==> config.mk <==
export PLATFORM = sky130hd
export DESIGN_NAME = ivpm_top
export DESIGN_NICKNAME = d
export VERILOG_FILES = /design/src/ivpm_pkg.sv /design/src/ivpm_prio_if.sv /design/src/ivpm_prio_store.sv /design/src/ivpm_top.sv
export SDC_FILE = /design/constraint.sdc
export NUM_CORES = 2
export LEC_CHECK = 0
export BUFFER_PORTS_ARGS = -buffer_cell sky130_fd_sc_hd__clkbuf_2
export CAP_MARGIN = 5
export CELL_PAD_IN_SITES_DETAIL_PLACEMENT = 1
export CELL_PAD_IN_SITES_GLOBAL_PLACEMENT = 2
export CORE_MARGIN = 2
export CORE_UTILIZATION = 35
export DETAILED_ROUTE_END_ITERATION = 10
export GPL_TIMING_DRIVEN = 0
export PLACE_DENSITY_LB_ADDON = 0.1
export SKIP_CTS_REPAIR_TIMING = 1
export SYNTH_ARGS = -nofsm -noshare
export SYNTH_HDL_FRONTEND = slang
export SYNTH_HIERARCHICAL = 1
export SYNTH_SLANG_ARGS = --single-unit
==> constraint.sdc <==
create_clock -name ref_clk -period 98.7 [get_ports ref_clk]
set_clock_uncertainty 0.05 [all_clocks]
set_input_delay 4.935 -clock ref_clk [delete_from_list [all_inputs] [get_ports ref_clk]]
set_output_delay 4.935 -clock ref_clk [all_outputs]
set_load 0.03 [all_outputs]
==> src/ivpm_pkg.sv <==
// constants shared by the interrupt vector and priority map
package ivpm_pkg;
  localparam int unsigned IVPM_LINES = 86;
  localparam int unsigned IVPM_LINE_W = 7;
  localparam int unsigned IVPM_PRIO_BYTE_W = 8;
  localparam int unsigned IVPM_PRIO_BITS = 4;
  localparam int unsigned IVPM_PRIO_WORDS = 22;
  localparam int unsigned IVPM_WORD_IDX_W = 5;
  localparam logic [31:0] IVPM_SP_ADDR = 32'h0000_0000;
  localparam logic [31:0] IVPM_RESET_ADDR = 32'h0000_0004;
  localparam logic [31:0] IVPM_SYSTICK_ADDR = 32'h0000_003c;
  localparam logic [31:0] IVPM_PERIPH_BASE = 32'h0000_0040;
  localparam logic [31:0] IVPM_LAST_ADDR = 32'h0000_0194;
  localparam logic [31:0] IVPM_PRIO_RESET = 32'h0000_0000;
  // system-tick occupies exception number 15
  localparam logic [3:0] IVPM_EXC_SYSTICK = 4'hf;
  // implemented source lines; reserved numbers stay tied off
  localparam logic [IVPM_LINES-1:0] IVPM_LINE_USED = {
    1'b1, 2'b00, 4'hf, 2'b00, 3'h7, 5'h00, 6'h3f, 1'b0, 2'b11, 2'b00,
    3'h7, 10'h3ff, 2'b00, 7'h7f, 3'h0, 2'b11, 2'b00, 2'b11, 2'b00,
    10'h3ff, 2'b00, 2'b11, 1'b0, 2'b11, 1'b0, 1'b1, 2'b00, 4'hf};
endpackage

==> src/ivpm_prio_if.sv <==
// carries the priority word access between the top and the priority store
`timescale 1ns/10ps
`default_nettype none
interface ivpm_prio_if;
  logic wr_en;
  logic [ivpm_pkg::IVPM_WORD_IDX_W-1:0] word_idx;
  logic [31:0] wr_data;
  logic [31:0] rd_data;
  logic [ivpm_pkg::IVPM_LINES*8-1:0] prio_flat;
  modport ctl (output wr_en, output word_idx, output wr_data, input rd_data, input prio_flat);
  modport mem (input wr_en, input word_idx, input wr_data, output rd_data, output prio_flat);
endinterface
`default_nettype wire

==> src/ivpm_prio_store.sv <==
// priority level bytes, four to a word, with registered read data
`timescale 1ns/10ps
`default_nettype none
module ivpm_prio_store #(
  parameter int unsigned PRIO_BITS = ivpm_pkg::IVPM_PRIO_BITS
) (
  // clock and reset
  input wire logic ref_clk,
  input wire logic rst,
  // word access
  ivpm_prio_if.mem bus
);
  import ivpm_pkg::*;
  localparam int unsigned NB = IVPM_PRIO_WORDS * 4;
  logic [7:0] byte_r [NB];

  // whole-word writes only; low bits of each byte are not stored
  always_ff @(posedge ref_clk or posedge rst)
  begin
    if (rst)
    begin
      for (int i = 0; i < NB; i++)
        byte_r[i] <= 8'h00;
    end
    else if (bus.wr_en && bus.word_idx < IVPM_WORD_IDX_W'(IVPM_PRIO_WORDS))
    begin
      for (int b = 0; b < 4; b++)
        byte_r[4*bus.word_idx+b] <= {bus.wr_data[8*b+7 -: PRIO_BITS], (8-PRIO_BITS)'(0)};
    end
  end

  // registered read of four bytes together
  always_ff @(posedge ref_clk or posedge rst)
  begin
    if (rst)
      bus.rd_data <= IVPM_PRIO_RESET;
    else if (bus.word_idx < IVPM_WORD_IDX_W'(IVPM_PRIO_WORDS))
      bus.rd_data <= {byte_r[4*bus.word_idx+3], byte_r[4*bus.word_idx+2],
                      byte_r[4*bus.word_idx+1], byte_r[4*bus.word_idx]};
    else
      bus.rd_data <= 32'h0000_0000;
  end

  // flat view for the arbiter
  always_comb
  begin
    for (int i = 0; i < IVPM_LINES; i++)
      bus.prio_flat[8*i +: 8] = byte_r[i];
  end
endmodule
`default_nettype wire

==> src/ivpm_top.sv <==
// interrupt vector map, priority store and request selection
`timescale 1ns/10ps
`default_nettype none
module ivpm_top #(
  parameter int unsigned PRIO_BITS = ivpm_pkg::IVPM_PRIO_BITS
) (
  // clock and reset
  input wire logic ref_clk,
  input wire logic rst,
  // system sources
  input wire logic supply_drop_alert,
  input wire logic system_clock_loss,
  input wire logic fast_crystal_loss,
  input wire logic slow_crystal_loss,
  input wire logic supervision_timer,
  input wire logic [1:0] free_running_timer,
  input wire logic code_flash_ctrl,
  input wire logic data_flash_ctrl,
  input wire logic [9:0] timer,
  input wire logic random_source,
  input wire logic aes_engine,
  // remaining peripheral sources
  input wire logic [1:0] quadrature_decoder,
  input wire logic [6:0] gpio_port,
  input wire logic [4:0] motor_pwm_0,
  input wire logic [4:0] motor_pwm_1,
  input wire logic [2:0] spi,
  input wire logic [1:0] i2c,
  input wire logic [5:0] uart,
  input wire logic [2:0] converter,
  input wire logic [3:0] analog_comparator,
  input wire logic crc_unit,
  // core side controls
  input wire logic global_irq_en,
  input wire logic [ivpm_pkg::IVPM_LINES-1:0] line_en,
  input wire logic [3:0] core_exc_num,
  input wire logic core_exc_req,
  input wire logic [31:0] table_base,
  // priority word access
  input wire logic prio_wr,
  input wire logic [ivpm_pkg::IVPM_WORD_IDX_W-1:0] prio_word_idx,
  input wire logic [31:0] prio_wdata,
  output logic [31:0] prio_rdata,
  // to exception entry
  output logic irq_valid,
  output logic irq_is_core,
  output logic [6:0] irq_line,
  output logic [7:0] irq_prio,
  output logic [31:0] irq_vector_addr,
  output logic [ivpm_pkg::IVPM_LINES-1:0] line_pending
);
  import ivpm_pkg::*;

  ivpm_prio_if pif ();
  logic [IVPM_LINES-1:0] src;
  logic [IVPM_LINES-1:0] active;
  logic best_found;
  logic [6:0] best_line;
  logic [7:0] best_prio;
  logic core_take;
  logic [31:0] core_vec_nxt;
  logic [31:0] line_vec_nxt;

  // ----------------------------------------------------------------
  // source wiring
  // ----------------------------------------------------------------
  // each source lands on its fixed line number; gaps stay low
  always_comb
  begin
    src = '0;
    src[0] = supply_drop_alert;
    src[1] = system_clock_loss;
    src[2] = fast_crystal_loss;
    src[3] = slow_crystal_loss;
    src[6] = supervision_timer;
    src[9:8] = free_running_timer;
    src[11] = code_flash_ctrl;
    src[12] = data_flash_ctrl;
    src[24:15] = timer;
    src[27] = random_source;
    src[28] = aes_engine;
    src[32:31] = quadrature_decoder;
    src[42:36] = gpio_port;
    src[49:45] = motor_pwm_0;
    src[54:50] = motor_pwm_1;
    src[57:55] = spi;
    src[61:60] = i2c;
    src[68:63] = uart;
    src[76:74] = converter;
    src[82:79] = analog_comparator;
    src[85] = crc_unit;
  end

  // reserved lines masked so they can never assert
  assign active = src & IVPM_LINE_USED & line_en & {IVPM_LINES{global_irq_en}};

  // ----------------------------------------------------------------
  // priority store
  // ----------------------------------------------------------------
  // word access passes straight to the store; no byte lanes exist
  assign pif.wr_en = prio_wr;
  assign pif.word_idx = prio_word_idx;
  assign pif.wr_data = prio_wdata;
  assign prio_rdata = pif.rd_data;

  // store keeps four priority bytes per word and a flat copy for the scan
  ivpm_prio_store #(
    .PRIO_BITS(PRIO_BITS)
  ) u_store (
    .ref_clk(ref_clk),
    .rst(rst),
    .bus(pif)
  );

  // ----------------------------------------------------------------
  // selection
  // ----------------------------------------------------------------
  // scan downward so equal priority keeps the lower line
  always_comb
  begin
    best_found = 1'b0;
    best_line = 7'h00;
    best_prio = 8'hff;
    for (int i = IVPM_LINES - 1; i >= 0; i--)
    begin
      if (active[i] && (!best_found || pif.prio_flat[8*i +: 8] <= best_prio))
      begin
        best_found = 1'b1;
        best_line = 7'(i);
        best_prio = pif.prio_flat[8*i +: 8];
      end
    end
  end

  // pending view of gated lines
  always_ff @(posedge ref_clk or posedge rst)
  begin
    if (rst)
      line_pending <= '0;
    else
      line_pending <= active;
  end

  // ----------------------------------------------------------------
  // vector addresses
  // ----------------------------------------------------------------
  // number zero is the stack pointer word, so it never raises an entry
  assign core_take = core_exc_req && (core_exc_num != 4'h0);
  // core exceptions take one word each above the table base
  assign core_vec_nxt = table_base + {26'h0, core_exc_num, 2'b00};
  // peripheral words follow the sixteen core words
  assign line_vec_nxt = table_base + IVPM_PERIPH_BASE + {23'h0, best_line, 2'b00};

  // ----------------------------------------------------------------
  // presented request
  // ----------------------------------------------------------------
  // valid: any core exception other than number zero, else any gated peripheral line
  always_ff @(posedge ref_clk or posedge rst)
  begin
    if (rst)
      irq_valid <= 1'b0;
    else if (core_take)
      irq_valid <= 1'b1;
    else
      irq_valid <= best_found;
  end

  // source kind; core exceptions win over all peripheral lines
  always_ff @(posedge ref_clk or posedge rst)
  begin
    if (rst)
      irq_is_core <= 1'b0;
    else
      irq_is_core <= core_take;
  end

  // winning line number; zero while a core exception is shown
  always_ff @(posedge ref_clk or posedge rst)
  begin
    if (rst)
      irq_line <= 7'h00;
    else if (core_take)
      irq_line <= 7'h00;
    else
      irq_line <= best_line;
  end

  // winning priority byte; core exceptions show level zero
  always_ff @(posedge ref_clk or posedge rst)
  begin
    if (rst)
      irq_prio <= 8'h00;
    else if (core_take)
      irq_prio <= 8'h00;
    else
      irq_prio <= best_prio;
  end

  // vector fetch address for the entry logic
  always_ff @(posedge ref_clk or posedge rst)
  begin
    if (rst)
      irq_vector_addr <= IVPM_RESET_ADDR;
    else if (core_take)
      irq_vector_addr <= core_vec_nxt;
    else
      irq_vector_addr <= line_vec_nxt;
  end
endmodule
`default_nettype wire

== Word-level counts from Yosys, hierarchy flattened ==
Cells that the tools add are included.

* Flip-flop bits (word level): 871
* Input port bits: 223
* Output and inout bits: 167
* Logic and storage cells: 750

* Muxes and demuxes: 287
* Bitwise gates (word level): 6
* Add/subtract/negate cells: 6
* Reductions and logical operators: 262
* Order comparisons: 94

{| class="wikitable"
|+ Operators with widths
! kind !! count
|-
| $bwmux W704 || 4
|-
| $mux W8 || 99
|-
| $le A8 B8 Y1 || 85
|-
| $mux W7 || 87
|-
| $bmux W8 S7 || 4
|-
| $demux W8 S7 || 4
|-
| $and A86 B86 Y86 || 2
|-
| $ge A33 B8 Y1 const B || 4
|-
| $lt A33 B1 Y1 const B || 4
|-
| $not A32 Y33 || 3
|-
| $logic_and A1 B1 Y1 || 91
|-
| $mux W1 || 87
|-
| $logic_not A1 Y1 || 85
|-
| $logic_or A1 B1 Y1 || 85
|-
| $mux W32 || 2
|-
| $not A7 Y33 || 1
|-
| $add A32 B6 Y32 || 1
|-
| $add A32 B7 Y32 const B || 1
|-
| $add A32 B9 Y32 || 1
|-
| $add A7 B2 Y8 const B || 2
|-
| $add A7 B1 Y8 const B || 1
|-
| $lt A5 B5 Y1 const B || 1
|-
| $reduce_bool A4 Y1 || 1
|}

== Longest topological paths before layout ==
* Depth after elaboration: 345
* Gate-level depth with buffers: 654
* Mapped depth without buffers: 639

== Modules after synthesis ==
The synthesis kept the hierarchy.

{| class="wikitable"
|+ Modules (own cells, without submodules)
! module !! cells an instance !! instances !! seq. area each (um^2) !! area each (um^2)
|-
| ivpm_top || 3412 || 1 || 2703.8 || 25769.7
|-
| ivpm_prio_store || 1835 || 1 || 9233.9 || 22148.7
|}

== Worst setup path before layout ==
Ideal clock, no wire load.

* Path type: input to register
* From: input port global_irq_en
* To: register irq_vector_addr[31]
* Data required time: 98.570 ns
* Path buffers: 22
* Setup time: 0.080 ns
* Slack: -13.930 ns
* Arrival time: 112.500 ns
* Cell stages on the path: 589
* Path through: buf_6 > buf_6 > clkbuf_1 > nand2_1 > nor2_1 > ha_1 > a211o_1 > o211ai_1 > o311ai_2 > o22ai_1 > clkbuf_1 > nand2_1 > o21ai_0 > inv_1 > ha_1 > and4_1 > o21a_1 > o21ai_0 > [... 553 more ...] > nand2_1 > nor3b_1 > o21ai_1 > or3_1 > ha_1 > inv_1 > ha_1 > a21oi_1 > o21bai_1 > a21oi_1 > nor2b_1 > o311ai_0 > nor2_1 > and3_1 > nand3_1 > nor2_1 > nand3_1 > xnor2_1

* Longest elaborated chain between the ends: 344
* Elaborated cells between the ends (all ways): 599
* Those cells by class: add/sub (1); order compare (85); mux (257); bitwise (1); reduce/logical (255)

{| class="wikitable"
|+ RTL lines
! item !! line !! text
|-
| start, declared || ivpm_top.sv:34 || <nowiki>input wire logic global_irq_en,</nowiki>
|-
| $and A86 B86 Y86 (*) || ivpm_top.sv:95 || <nowiki>assign active = src & IVPM_LINE_USED & line_en & {IVPM_LINES{global_irq_en}};</nowiki>
|-
| $mux W8 / $mux W1 (equally long branches) || ivpm_top.sv:126 || <nowiki>if (active[i] && (!best_found || pif.prio_flat[8*i +: 8] <= best_prio))</nowiki>
|-
| $le A8 B8 Y1 / $logic_not A1 Y1 (equally long branches) || ivpm_top.sv:126 ||
|-
| $logic_or A1 B1 Y1 || ivpm_top.sv:126 ||
|-
| $logic_and A1 B1 Y1 || ivpm_top.sv:126 ||
|-
| $mux W8 / $mux W1 (equally long branches) || ivpm_top.sv:126 ||
|-
| $le A8 B8 Y1 / $logic_not A1 Y1 (equally long branches) || ivpm_top.sv:126 ||
|-
| $logic_or A1 B1 Y1 || ivpm_top.sv:126 ||
|-
| [... 328 more ...] || -- ||
|-
| $logic_and A1 B1 Y1 || ivpm_top.sv:126 ||
|-
| $mux W8 / $mux W1 (equally long branches) || ivpm_top.sv:126 ||
|-
| $le A8 B8 Y1 / $logic_not A1 Y1 (equally long branches) || ivpm_top.sv:126 ||
|-
| $logic_or A1 B1 Y1 || ivpm_top.sv:126 ||
|-
| $logic_and A1 B1 Y1 || ivpm_top.sv:126 ||
|-
| $mux W7 (*) || ivpm_top.sv:126 ||
|-
| $add A32 B9 Y32 (*) || ivpm_top.sv:152 || <nowiki>assign line_vec_nxt = table_base + IVPM_PERIPH_BASE + {23'h0, best_line, 2'b00};</nowiki>
|-
| $mux W32 (*) || ivpm_top.sv:204 || <nowiki>else if (core_take)</nowiki>
|-
| end signal, assigned || ivpm_top.sv:205 || <nowiki>irq_vector_addr <= core_vec_nxt;</nowiki>
|-
| end signal, assigned || ivpm_top.sv:207 || <nowiki>irq_vector_addr <= line_vec_nxt;</nowiki>
|-
| end, declared || ivpm_top.sv:49 || <nowiki>output logic [31:0] irq_vector_addr,</nowiki>
|}

Mark *: on every way between the ends. The rest lies on a longest branch, timed or not.
A chain may end at the register's enable or synchronous reset.

== Worst setup path in the final report ==
* From: input port global_irq_en
* To: register irq_vector_addr[26]

Same word-level chain as after synthesis.

==> results.toml <==
[outcome]
outcome = "complete, but fails checks"
violations = "setup timing"

[cts]
cts_made_buffers = 61
cts_tree = "yes"
clock_latency_ns = 0.69
cts_root_buf = "clkbuf_16"
clk_path_buf_depth = 3
clock-sinks = 477
cts.clk_slew.worst_paths_ns = 0.06
htree_num_levels = 2

[placed_design]
hpwl_mm = 129
place_inst = 7371
place_ws_ns = -18.67
port-buffer-count = 306
post_dp_cell_area_mm2 = 0.0528
gp_congestion = 0.941

[floorplan]
core_mm2 = 0.131
std_cell_rows = 133
die_h_um = 368
start_util = 0.352
ioPinCount = 390
fp.dieW_um = 368
die_area_mm2 = 0.135

[setup_path]
crit_type = "in2reg"
slowest_delay_ns = 0.64
crit_fanout = 8
crit_top_cell = "a21o_1"
critPathSlowestCell = "o41ai_4"
crit_path_start_kind = "primary input"
arrival_ns = 107.37
cp.required_ns = 99.25
crit_path_end_kind = "register"

[drt]
antenna_left = 0
routed_wl_mm = 170
wl_per_cell_um = 21.4
drc = 0
firstDrtPassIters = 5
via_per_inst = 5.08
drt_iter0_drc = 1981
via_count = 40463

[timing]
finalCritPeriodShare = 1.08
holdWs_ns = 0.454
grt_setup_unrepaired = "true"
fmax_ghz = 0.00936
hold_viol = 0
setup_slack_ns = -8.12
setup_viol = 45
max_slew_margin = 0.0506
worst_pin_slew_ns = 1.42
slew_viol_final = 0
fin_crit_ns = 106.82

[global_routing]
grt_pass1_wl_mm = 242
grt_pass1_vias = 39605
antenna_found_initial = 18
grtUsageTotal = 0.232
grt-ovfl-total = 0
grt_max_degree = 120

[layout]
drive_gt1_frac = 0.463
area_growth_syn_to_layout_pct = 35.0
final_area_mm2 = 0.0625
nets = 6808
instances_no_fill = 7973

[power]
ir_drop_mv = 0.0204
p_leak_uw = 0.0300
finalPower_uw = 2000
power.density_mw_per_mm2 = 32.0

[synthesis]
syn_area_per_cell_um2 = 9.20
synthesis.area_mm2 = 0.0463
netlist_instances = 5031
yosys_warnings = 6

[job]
maxCapViolations = 0

[worst_hold_path]
hold_path_class = "reg2reg"
cell usage in the layout (no fill, tap or decap), types with 29 or more instances in the layout:
cell type,count
mux2i_2,39
nand2_1,202
nor2_1,227
a31oi_1,29
a21oi_1,100
xnor2_1,36
nand3_1,134
dfrtp_1,476
clkbuf_2,307
o21ai_0,84
mux4_2,31
nand4_1,49
mux2_2,448
nor3_1,29
mux2i_1,172
buf_2,32
ha_4,116
o22ai_1,57
o21a_1,43
inv_1,441
o21ai_1,61
mux2_4,124
nor2_2,32
ha_1,301
inv_2,53
nand2b_1,35
buf_4,943
a21o_1,116
and3_1,38
buf_6,62
nor2b_1,39
clkbuf_1,69
o21ai_2,49
conb_1,276
clkbuf_16,70
a21oi_2,74
worst max-delay path, delay by kind of cell:
kind                       cells  cell delay (ns)
xor gates and xnor gates       1             0.15
buffers and inverters         90            10.15
adders and majority gates     63            14.40
AOI/OAI and AO/OA            260            43.23
muxes                         47            13.63
and+or+nand+nor              145            20.51
per-stage QoR:
stage / TNS, ns / utilization
after floorplan: 0 / -
after global placement: -738.62 / 0.400
after detailed placement: -773.77 / 0.401
after CTS: -758.85 / 0.417
after global routing: -554.25 / 0.475
final: -310.44 / 0.475
sequential cells by signal (all words and copies together) (netlist names):
name / cells
u_store/byte_r: 8
irq_is_core: 1
irq_vector_addr: 32
u_store/bus.prio_flat: 344
irq_line: 7
line_pending: 59
irq_prio: 8
irq_valid: 1
u_store/bus.rd_data: 17
layout make-up:
type	instances	area, um2
Buffer	658	4880
Inverter	504	1930
Sequential cell	477	11900
Tap cell	1755	2200
Clock inverter	30	275
Multi-Input combinational cell	3677	34000
Fill cell	14967	69000
Clock buffer	84	1730
Antenna cell	11	27.5
Timing Repair Buffer	777	5470
worst paths after layout:
| check | startpoint | endpoint | slack [ns] | cells after the start |
|---|---|---|---|---|
| setup / recovery | global_irq_en | irq_vector_addr[26] | -8.12 | 606 |
| hold / removal | u_store/bus.prio_flat[629] | u_store/bus.prio_flat[629] | 0.45 | 1 |
| setup reg to reg | u_store/bus.prio_flat[686] | irq_vector_addr[26] | -3.97 | 602 |
| hold reg to reg | u_store/bus.prio_flat[629] | u_store/bus.prio_flat[629] | 0.45 | 1 |
| max in group asynchronous | rst | u_store/bus.prio_flat[382] | 92.89 | 4 |
| min in group asynchronous | rst | u_store/bus.rd_data[27] | 4.27 | 2 |
routing by layer:
| layer | up-vias | global-route usage | wire (um) |
|---|---|---|---|
| li1 | 19474 | - | - |
| met1 | 20102 | 0.310 | 77000 |
| met2 | 695 | 0.388 | 81800 |
| met3 | 182 | 0.0337 | 7210 |
| met4 | 10 | 0.0627 | 4270 |
| met5 | - | 0 | 57 |
power by group:
group,switching (uW),total [uW],internal [uW]
Sequential,32.9,264,231
Clock,101,230,129
Combinational,775,1510,731
Total,909,2000,1090
(Power assumes the default switching activity.)
